===== config.mk =====
export PLATFORM = sky130hd
export DESIGN_NAME = adc_run_control_sequencer
export DESIGN_NICKNAME = d
export VERILOG_FILES = /design/src/run_ctl_pkg.sv /design/src/adc_run_control_sequencer.sv
export SDC_FILE = /design/constraint.sdc
export NUM_CORES = 1
export LEC_CHECK = 0
export BUFFER_PORTS_ARGS = -buffer_cell sky130_fd_sc_hd__buf_2
export CORE_ASPECT_RATIO = 1.4
export CORE_MARGIN = 4
export CORE_UTILIZATION = 50
export DETAILED_ROUTE_END_ITERATION = 10
export PLACE_DENSITY_LB_ADDON = 0.05
export SETUP_SLACK_MARGIN = 0.15
export SLEW_MARGIN = 0
export SYNTH_ARGS = -nofsm -noshare
export SYNTH_HDL_FRONTEND = slang
export SYNTH_SLANG_ARGS = --single-unit

===== constraint.sdc =====
create_clock -name i_clk_sys -period 4.85 [get_ports i_clk_sys]
set_input_delay 0 -clock i_clk_sys [delete_from_list [all_inputs] [get_ports i_clk_sys]]
set_output_delay 0 -clock i_clk_sys [all_outputs]
set_load 0.05 [all_outputs]

===== src/run_ctl_pkg.sv =====
// Package: register map, field layout and timing constants of the run-control sequencer
package run_ctl_pkg;

  // ----------------------------------------------------------------
  // Register byte offsets (AXI4-Lite, one aligned word each)
  // ----------------------------------------------------------------
  localparam logic [7:0] MODE_OFS = 8'h00;     // Mode register
  localparam logic [7:0] STATUS_OFS = 8'h04;   // Status register
  localparam logic [7:0] DATA_OFS = 8'h08;     // Conversion result
  localparam logic [7:0] SERIAL_OFS = 8'h0C;   // Serial-port pointer state
  localparam logic [7:0] SAMPLE_OFS = 8'h10;   // Sample input (from modulator model)

  // ----------------------------------------------------------------
  // Mode register fields
  // ----------------------------------------------------------------
  localparam int MODE_SEL_LSB = 0;             // operating_mode_sel [2:0]
  localparam int PORT_EN_BIT = 4;              // port_output_enable
  localparam int PORT_B0_BIT = 5;              // port_out_bit0
  localparam int PORT_B1_BIT = 6;              // port_out_bit1
  localparam logic [31:0] MODE_RST = 32'h0000_0000;  // Mode register reset value

  // ----------------------------------------------------------------
  // Status register fields
  // ----------------------------------------------------------------
  localparam int ST_DONE_N_BIT = 0;            // Conversion-done, active low
  localparam int ST_SETTLE_BIT = 1;            // filter_settling_flag
  localparam int ST_STANDBY_INDICATOR_BIT = 2;              // standby_indicator
  localparam int ST_RESTART_BIT = 3;           // Filter held in restart

  // ----------------------------------------------------------------
  // Mode codes
  // ----------------------------------------------------------------
  typedef enum logic [2:0] {
    MODE_CONT = 3'h0,                          // Continuous conversion
    MODE_SINGLE = 3'h2,                        // Single conversion (0,1,0)
    MODE_STANDBY_INDICATOR = 3'h3,                          // Standby (0,1,1)
    MODE_IDLE = 3'h1                           // Idle
  } op_mode_e;

  // ----------------------------------------------------------------
  // Timing
  // ----------------------------------------------------------------
  localparam int CLK_MHZ = 125;                // System clock rate
  localparam int SETTLE_US = 40;               // Filter settling time, microseconds
  localparam int SETTLE_CYC = SETTLE_US * CLK_MHZ;  // Settling in cycles
  localparam logic [31:0] DATA_RST = 32'h0000_0000;  // Data register reset value

  // Control pins after synchronisation
  typedef struct packed {
    logic restart_n;                           // Filter restart, active low
    logic reset_n;                             // Hard reset, active low
    logic standby_n;                           // Standby, active low
  } pins_s;

endpackage


===== src/adc_run_control_sequencer.sv =====
// Run-control sequencer: restart, single shot, reset, standby, port pins
// ------------------------------------------------------------------
// ------------------------------------------------------------------
//
// Chosen here: the register offsets and the AXI4-Lite register port.
`timescale 1ns/10ps
`default_nettype none

module adc_run_control_sequencer #(
  parameter int SETTLE_CYCLES = run_ctl_pkg::SETTLE_CYC  // Settling count, shortenable
) (
  input wire logic i_clk_sys,                  // 125 MHz clock
  input wire logic i_rst,                      // Synchronous reset, active high
  input wire logic i_ce,                       // Clock enable, freezes state when low
  input wire run_ctl_pkg::pins_s i_pins,       // Asynchronous control pins
  input wire logic i_s_axi_awvalid,            // Write address valid
  output logic o_s_axi_awready,                // Write address ready
  input wire logic [7:0] i_s_axi_awaddr,       // Write address
  input wire logic i_s_axi_wvalid,             // Write data valid
  output logic o_s_axi_wready,                 // Write data ready
  input wire logic [31:0] i_s_axi_wdata,       // Write data
  input wire logic [3:0] i_s_axi_wstrb,        // Write strobes
  output logic o_s_axi_bvalid,                 // Write response valid
  input wire logic i_s_axi_bready,             // Write response ready
  output logic [1:0] o_s_axi_bresp,            // Write response
  input wire logic i_s_axi_arvalid,            // Read address valid
  output logic o_s_axi_arready,                // Read address ready
  input wire logic [7:0] i_s_axi_araddr,       // Read address
  output logic o_s_axi_rvalid,                 // Read data valid
  input wire logic i_s_axi_rready,             // Read data ready
  output logic [31:0] o_s_axi_rdata,           // Read data
  output logic [1:0] o_s_axi_rresp,            // Read response
  output logic o_done_n,                       // Conversion done, active low
  output logic o_filter_clr,                   // Filter and modulator held cleared
  output logic o_sampling,                     // Modulator gathering samples
  output logic o_mclk_run,                     // Clock output running
  output logic [1:0] o_port_out                // General-purpose output pins
);
  import run_ctl_pkg::*;

  // ----------------------------------------------------------------
  // Pin synchronisers
  // ----------------------------------------------------------------
  pins_s sync1_reg;                            // First stage, read by second only
  pins_s sync2_reg;                            // Second stage, safe to use
  logic restart_d_reg;                         // Previous restart level
  logic restart_rise;                          // Restart released this cycle
  logic restart_fall;                          // Restart asserted this cycle
  logic hard_rst;                              // Reset pin or system reset

  // Two-flop capture; pins idle high
  always_ff @(posedge i_clk_sys) begin
    if (i_rst) begin
      sync1_reg <= 3'h7;
      sync2_reg <= 3'h7;
      restart_d_reg <= 1'b1;
    end else if (i_ce) begin
      sync1_reg <= i_pins;
      sync2_reg <= sync1_reg;
      restart_d_reg <= sync2_reg.restart_n;
    end
  end

  assign restart_fall = restart_d_reg & ~sync2_reg.restart_n;
  assign restart_rise = ~restart_d_reg & sync2_reg.restart_n;
  assign hard_rst = i_rst | ~sync2_reg.reset_n;

  // ----------------------------------------------------------------
  // Register file
  // ----------------------------------------------------------------
  logic [31:0] mode_reg;                       // Mode register
  logic [31:0] data_reg;                       // Conversion result
  logic [31:0] sample_reg;                     // Latest sample from modulator side
  logic first_access_reg;                      // Next write selects register
  logic standby;                               // Device in standby
  logic [2:0] mode_sel;                        // operating_mode_sel field
  logic wr_fire;                               // Write address and data both present
  logic rd_fire;                               // Read accepted
  logic conv_end;                              // Conversion finishing this cycle
  logic single_end;                            // Single conversion finishing

  assign mode_sel = mode_reg[MODE_SEL_LSB +: 3];
  assign standby = ~sync2_reg.standby_n | (mode_sel == MODE_STANDBY_INDICATOR);

  // Byte-enable merge for register writes
  function automatic logic [31:0] merge(input logic [31:0] old, input logic [31:0] nw,
                                        input logic [3:0] be);
    logic [31:0] r;
    r = old;
    for (int i = 0; i < 4; i++) begin
      if (be[i]) begin
        r[i*8 +: 8] = nw[i*8 +: 8];
      end
    end
    return r;
  endfunction

  // Writes are taken only when both channels present, no response pending
  assign wr_fire = i_s_axi_awvalid & i_s_axi_wvalid & ~o_s_axi_bvalid;
  assign rd_fire = i_s_axi_arvalid & ~o_s_axi_rvalid;

  // Mode register; restart does not touch it, reset pin restores it
  always_ff @(posedge i_clk_sys) begin
    if (hard_rst) begin
      mode_reg <= MODE_RST;
    end else if (i_ce) begin
      if (wr_fire && i_s_axi_awaddr == MODE_OFS) begin
        mode_reg <= merge(mode_reg, i_s_axi_wdata, i_s_axi_wstrb);
      end else if (single_end) begin
        mode_reg[MODE_SEL_LSB +: 3] <= MODE_IDLE;
      end
    end
  end

  // Sample input register, written by the modulator model over the bus
  always_ff @(posedge i_clk_sys) begin
    if (hard_rst) begin
      sample_reg <= DATA_RST;
    end else if (i_ce && wr_fire && i_s_axi_awaddr == SAMPLE_OFS) begin
      sample_reg <= merge(sample_reg, i_s_axi_wdata, i_s_axi_wstrb);
    end
  end

  // Result register; standby never clears it
  always_ff @(posedge i_clk_sys) begin
    if (hard_rst) begin
      data_reg <= DATA_RST;
    end else if (i_ce && conv_end) begin
      data_reg <= sample_reg;
    end
  end

  // Serial pointer state: first write after reset is the pointer write
  always_ff @(posedge i_clk_sys) begin
    if (hard_rst) begin
      first_access_reg <= 1'b1;
    end else if (i_ce && wr_fire) begin
      first_access_reg <= 1'b0;
    end
  end

  // Write response channel; reset pin drops accesses
  always_ff @(posedge i_clk_sys) begin
    if (hard_rst) begin
      o_s_axi_bvalid <= 1'b0;
      o_s_axi_bresp <= 2'h0;
    end else if (i_ce) begin
      if (wr_fire) begin
        o_s_axi_bvalid <= 1'b1;
        o_s_axi_bresp <= (i_s_axi_awaddr == MODE_OFS || i_s_axi_awaddr == SAMPLE_OFS)
                         ? 2'h0 : 2'h2;        // SLVERR on read-only or unmapped
      end else if (i_s_axi_bready) begin
        o_s_axi_bvalid <= 1'b0;
      end
    end
  end

  // Ready strobes pulse one cycle after the accepting cycle
  always_ff @(posedge i_clk_sys) begin
    if (hard_rst) begin
      o_s_axi_awready <= 1'b0;
      o_s_axi_wready <= 1'b0;
      o_s_axi_arready <= 1'b0;
    end else if (i_ce) begin
      o_s_axi_awready <= wr_fire & ~o_s_axi_awready;
      o_s_axi_wready <= wr_fire & ~o_s_axi_wready;
      o_s_axi_arready <= rd_fire & ~o_s_axi_arready;
    end
  end

  // ----------------------------------------------------------------
  // Conversion sequencer
  // ----------------------------------------------------------------
  typedef enum logic [1:0] {
    ST_HOLD = 2'b00,                           // Filter held cleared
    ST_SETTLE = 2'b01,                         // Gathering, waiting for settling
    ST_RUN = 2'b10,                            // Settled, continuous output
    ST_IDLE = 2'b11                            // Idle or standby, no conversion
  } seq_e;

  seq_e state_reg;                             // Sequencer state
  seq_e state_next;                            // Next state
  logic [31:0] cnt_reg;                        // Settling counter
  logic done_n_reg;                            // Conversion-done flag, active low
  logic settle_reg;                            // filter_settling_flag, high = unsettled
  logic single_arm_reg;                        // A single conversion is in progress
  logic mode_single_wr;                        // Software wrote code 0,1,0

  assign mode_single_wr = wr_fire && i_s_axi_awaddr == MODE_OFS && i_s_axi_wstrb[0] &&
                          i_s_axi_wdata[MODE_SEL_LSB +: 3] == MODE_SINGLE;
  // Settling count reached while in ST_SETTLE
  assign conv_end = (state_reg == ST_SETTLE) && (cnt_reg == 32'(SETTLE_CYCLES - 1));
  assign single_end = conv_end & single_arm_reg;

  // Next-state decode; restart overrides everything, standby overrides all but restart
  always_comb begin
    state_next = state_reg;
    case (state_reg)
      ST_HOLD: begin
        if (sync2_reg.restart_n) begin
          state_next = standby ? ST_IDLE : ST_SETTLE;
        end
      end
      ST_SETTLE: begin
        if (single_end) begin
          state_next = ST_IDLE;
        end else if (conv_end) begin
          state_next = ST_RUN;
        end
      end
      ST_RUN: begin
        state_next = ST_RUN;
      end
      ST_IDLE: begin
        if (!standby && (mode_sel == MODE_CONT || mode_single_wr)) begin
          state_next = ST_SETTLE;
        end
      end
      default: begin
        state_next = ST_HOLD;
      end
    endcase
    if (!sync2_reg.restart_n) begin
      state_next = ST_HOLD;
    end else if (standby) begin
      state_next = ST_IDLE;
    end else if (mode_single_wr && state_reg != ST_HOLD) begin
      state_next = ST_SETTLE;
    end
  end

  // State and settling counter
  always_ff @(posedge i_clk_sys) begin
    if (hard_rst) begin
      state_reg <= ST_SETTLE;
      cnt_reg <= 32'h0000_0000;
    end else if (i_ce) begin
      state_reg <= state_next;
      if (state_next != ST_SETTLE || state_reg != ST_SETTLE || restart_rise) begin
        cnt_reg <= 32'h0000_0000;              // count from common edge
      end else begin
        cnt_reg <= cnt_reg + 32'h0000_0001;
      end
    end
  end

  // Single-shot arm: set by code write or restart release in single mode
  always_ff @(posedge i_clk_sys) begin
    if (hard_rst) begin
      single_arm_reg <= 1'b0;
    end else if (i_ce) begin
      if (mode_single_wr || (restart_rise && mode_sel == MODE_SINGLE)) begin
        single_arm_reg <= 1'b1;
      end else if (single_end || standby || restart_fall) begin  // restart aborts shot
        single_arm_reg <= 1'b0;
      end
    end
  end

  // Done and settling flags: standby or restart set them high, result clears them
  always_ff @(posedge i_clk_sys) begin
    if (hard_rst) begin
      done_n_reg <= 1'b1;
      settle_reg <= 1'b1;
    end else if (i_ce) begin
      if (conv_end) begin
        done_n_reg <= 1'b0;
        settle_reg <= 1'b0;
      end else if (standby || !sync2_reg.restart_n) begin
        done_n_reg <= 1'b1;
        settle_reg <= 1'b1;
      end
    end
  end

  // ----------------------------------------------------------------
  // Read channel; served in every mode including standby
  // ----------------------------------------------------------------
  always_ff @(posedge i_clk_sys) begin
    if (hard_rst) begin
      o_s_axi_rvalid <= 1'b0;
      o_s_axi_rdata <= 32'h0000_0000;
      o_s_axi_rresp <= 2'h0;
    end else if (i_ce) begin
      if (rd_fire) begin
        o_s_axi_rvalid <= 1'b1;
        o_s_axi_rresp <= 2'h0;
        case (i_s_axi_araddr)
          MODE_OFS: o_s_axi_rdata <= mode_reg;
          STATUS_OFS: o_s_axi_rdata <= {28'h0, ~sync2_reg.restart_n, standby,
                                         settle_reg, done_n_reg};
          DATA_OFS: o_s_axi_rdata <= data_reg;
          SERIAL_OFS: o_s_axi_rdata <= {31'h0, first_access_reg};
          SAMPLE_OFS: o_s_axi_rdata <= sample_reg;
          default: begin
            o_s_axi_rdata <= 32'h0000_0000;
            o_s_axi_rresp <= 2'h2;             // Unmapped address
          end
        endcase
      end else if (i_s_axi_rready) begin
        o_s_axi_rvalid <= 1'b0;
      end
    end
  end

  // ----------------------------------------------------------------
  // Pin outputs
  // ----------------------------------------------------------------
  // Clock output runs regardless of reset or standby; only system reset stops it
  always_ff @(posedge i_clk_sys) begin
    if (i_rst) begin
      o_mclk_run <= 1'b0;
    end else begin
      o_mclk_run <= 1'b1;
    end
  end

  // Status pins follow the sequencer; port pins follow the mode register
  always_ff @(posedge i_clk_sys) begin
    if (hard_rst) begin
      o_done_n <= 1'b1;
      o_filter_clr <= 1'b1;
      o_sampling <= 1'b0;
      o_port_out <= 2'h0;
    end else if (i_ce) begin
      o_done_n <= (conv_end) ? 1'b0 : ((standby || !sync2_reg.restart_n) ? 1'b1 : done_n_reg);
      o_filter_clr <= (state_next == ST_HOLD);
      o_sampling <= (state_next == ST_SETTLE) || (state_next == ST_RUN);
      o_port_out <= mode_reg[PORT_EN_BIT] ? {mode_reg[PORT_B1_BIT], mode_reg[PORT_B0_BIT]}
                                          : 2'h0;
    end
  end

endmodule
`default_nettype wire


==> impl_metrics.json <==
{
  "cts_root_buf": "clkbuf_16",
  "cts_buffers": 17,
  "dp_cells": 1148,
  "portBuffers": 107,
  "cts_tree": "done",
  "rrSetupSlack_ns": 1.73,
  "crit_buf_inv": 2,
  "dp_slack_ns": 1.651,
  "grt_overflow": 0,
  "synth_edf_count": 0,
  "report.final.slew_viol_count": 0,
  "grt_pass1_wl_um": 33900,
  "tns_ns": 0,
  "layout_commonest_cell": "dfxtp_1",
  "drc": 0,
  "relSlewSlack_pct": 36.33,
  "crit_path_end": "cnt_reg[26]$_SDFFE_PP0P_",
  "antenna_cells": 0,
  "ant_nets": 0,
  "gp_congestion": 0.8877,
  "core_um2": 15120,
  "dr.first_iter.drc_count": 429,
  "setup_ws_ns": 1.727,
  "max_freq_mhz": 320.2,
  "syn_avg_cell_area_um2": 8.551,
  "worst-setup-path-type": "reg2reg",
  "cp.depth": 11,
  "fin_cells": 1240,
  "cap_violations": 0,
  "fillCellCount": 1323,
  "r2r-start": "cnt_reg[0]$_SDFFE_PP0P_",
  "initial_core_util_pct": 51.13,
  "drt_wl_total_um": 20770,
  "hold_viol": 0,
  "finalCritPeriodShare_pct": 64.39,
  "crit_slowest_cell": "or3_1",
  "critPathLaunch": "cnt_reg[0]$_SDFFE_PP0P_",
  "post_drt_wl_per_cell_um": 16.75,
  "drt_pass1_iterations": 7,
  "syn_area_um2": 7730,
  "cts_resized": 0,
  "yosysSeqAreaShare_pct": 47.65,
  "worstMarginPinSlew_ns": 0.9510,
  "critPathMaxStageDelay_ns": 0.48,
  "cts.sink_count": 184,
  "dieArea_um2": 17540,
  "r2r-end": "cnt_reg[26]$_SDFFE_PP0P_",
  "final_cell_mix": "dfxtp_1, nand2_1, buf_2, nand3_1, a21oi_1",
  "crit_required_ns": 5.17,
  "ir_drop_mv": 0.2206,
  "path_max_fanout": 32,
  "status": "complete, no violations",
  "synthCells": 904,
  "drive_above_1_share_pct": 15.94,
  "antenna_found_initial": 0,
  "crit_path_end_kind": "flip-flop",
  "crit_chain": "ha_1, nor4bb_1, nand4_1, or3_1, o311ai_1, inv_1, ha_1, and3_1, o21ai_1, buf_4, o21ba_2",
  "finalCriticalPeriod_ns": 3.123,
  "area_growth_pct": 23.18,
  "power_density_nw_per_um2": 341.5,
  "clk_pin_slew_worst_paths_ns": 0.07,
  "die_w_um": 113.1,
  "start_kind": "flip-flop",
  "yosysWarnings": 0,
  "rows": 53,
  "cp_common_cell": "ha_1",
  "rsz0062_at_grt": "no",
  "grt_max_degree": 78,
  "htreeDepth": 4,
  "critPathTopFamily": "simple AND/OR/NAND/NOR gates",
  "clk-insertion-delay-late_ns": 0.42,
  "num_io_pins": 110,
  "grt_pass1_vias": 7006,
  "chipHeight_um": 155.1,
  "clock_skew_ns": 0.009904,
  "clockBufferDepth": 2,
  "cp_data_arrival_time_ns": 3.44,
  "vias_per_cell": 5.709,
  "hold_path_class": "in2reg",
  "synth-seq-cells": 184,
  "reg2reg_depth": 11,
  "total_leakage_power_nw": 3.375,
  "finalSetupViolCount": 0,
  "synthFlopType": "dfxtp_1",
  "final_nets": 1102,
  "synth_cell_types": 58,
  "async_flop_share_pct": 0,
  "vias": 7079,
  "dp_hpwl_um": 13600,
  "cts_setup_buffers": 0,
  "grt_util_all_layers_pct": 23.74
}
## cell type report
| cell class | instances | area [um^2] | area share [%] |
|---|---|---|---|
| Clock buffer | 18 | 439.2 | 4.612 |
| Inverter | 13 | 48.80 | 0.5125 |
| Tap cell | 192 | 240.2 | 2.523 |
| Sequential cell | 184 | 3684 | 38.69 |
| Clock inverter | 13 | 220.2 | 2.313 |
| Multi-Input combinational cell | 640 | 3654 | 38.37 |
| Timing Repair Buffer | 180 | 1236 | 12.98 |
## how the worst min path moves through the flow
| stage | slack (ns) | cells past startpoint | startpoint | endpoint |
|---|---|---|---|---|
| 2_1_floorplan | 0.13 | 2 | i_pins[0] | sync1_reg[0]$_SDFFE_PP1P_ |
| 6_report | 0.02 | 3 | i_s_axi_awaddr[0] | o_s_axi_bresp[1]$_SDFFE_PP0P_ |
| 3_3_place_gp | 0.22 | 3 | i_pins[2] | sync1_reg[2]$_SDFFE_PP1P_ |
| 4_1_cts | 0.0008 | 3 | i_s_axi_awaddr[0] | o_s_axi_bresp[1]$_SDFFE_PP0P_ |
| 5_1_grt | 0.03 | 3 | i_s_axi_araddr[2] | o_s_axi_rdata[2]$_SDFFE_PP0P_ |
| 3_5_place_dp | 0.22 | 3 | i_pins[2] | sync1_reg[2]$_SDFFE_PP1P_ |
## repair_timing
action,4_1_cts,5_1_grt
setup endpoints to repair,0,0
hold endpoints to repair,74,0
hold buffers,61,0
## Yosys cell counts, types with 6 or more instances
cell type    n  area, um^2
buf_2       15       75.07
nor2_1      47       176.4
and3_1       7       43.79
mux2i_1     17       170.2
xnor2_1     11       96.34
nand4_1     15       93.84
o21ai_0     48       240.2
inv_1       12       45.04
a22oi_1     58       435.4
clkbuf_1    42       157.7
o21ai_1     21       105.1
xor2_1      11       96.34
or4_1        6       45.04
nor3_1       8       40.04
nand2_1    132       495.5
nor4_1       9       56.30
dfxtp_1    184        3684
nand3_1    103       515.5
o31ai_1      7       52.55
a21oi_1     74       370.4
## worst register-to-register path, cell delays in order, from the launching register on
cell	delay, ns
dfxtp_1	0.39
ha_1	0.21
nor4bb_1	0.27
nand4_1	0.25
or3_1	0.48
o311ai_1	0.36
inv_1	0.08
ha_1	0.18
and3_1	0.14
o21ai_1	0.11
buf_4	0.34
o21ba_2	0.22
## where the power goes
group,internal (mW),switching (mW)
Sequential,1.52,0.00825
Combinational,0.0740,0.125
Clock,0.934,0.589
## metrics by stage
step	hold slack, ns	power [mW]	instance area (um^2)	util [%]
finish	0.01811	3.252	9522	62.98
global route	0.03383	3.358	9522	62.98
CTS	0.0007619	3.278	9522	62.98
detailed placement	0.2242	1.731	8252	54.58
global placement	0.2168	1.728	8252	54.58
floorplan	0.1284	1.674	7734	-
## logic make-up after synthesis
group / share of synthesized area (%)
AOI/OAI and AO/OA: 18.06
DFF: 47.65
adders and majority gates: 0.4856
other: 0.04851
buffers and inverters: 5.374
muxes: 2.201
xor gates and xnor gates: 2.493
and+or+nand+nor: 23.68
## metal layers
layer / vias up / global-route usage [%] / share of wire (%)
met5: - / 0 / 0
met4: 0 / 8.477 / 1.9
met3: 34 / 5.097 / 5.3
met2: 187 / 43.64 / 53
met1: 3361 / 26.75 / 40
li1: 3497 / - / -
No activity file was read; power rests on OpenSTA's default activity.
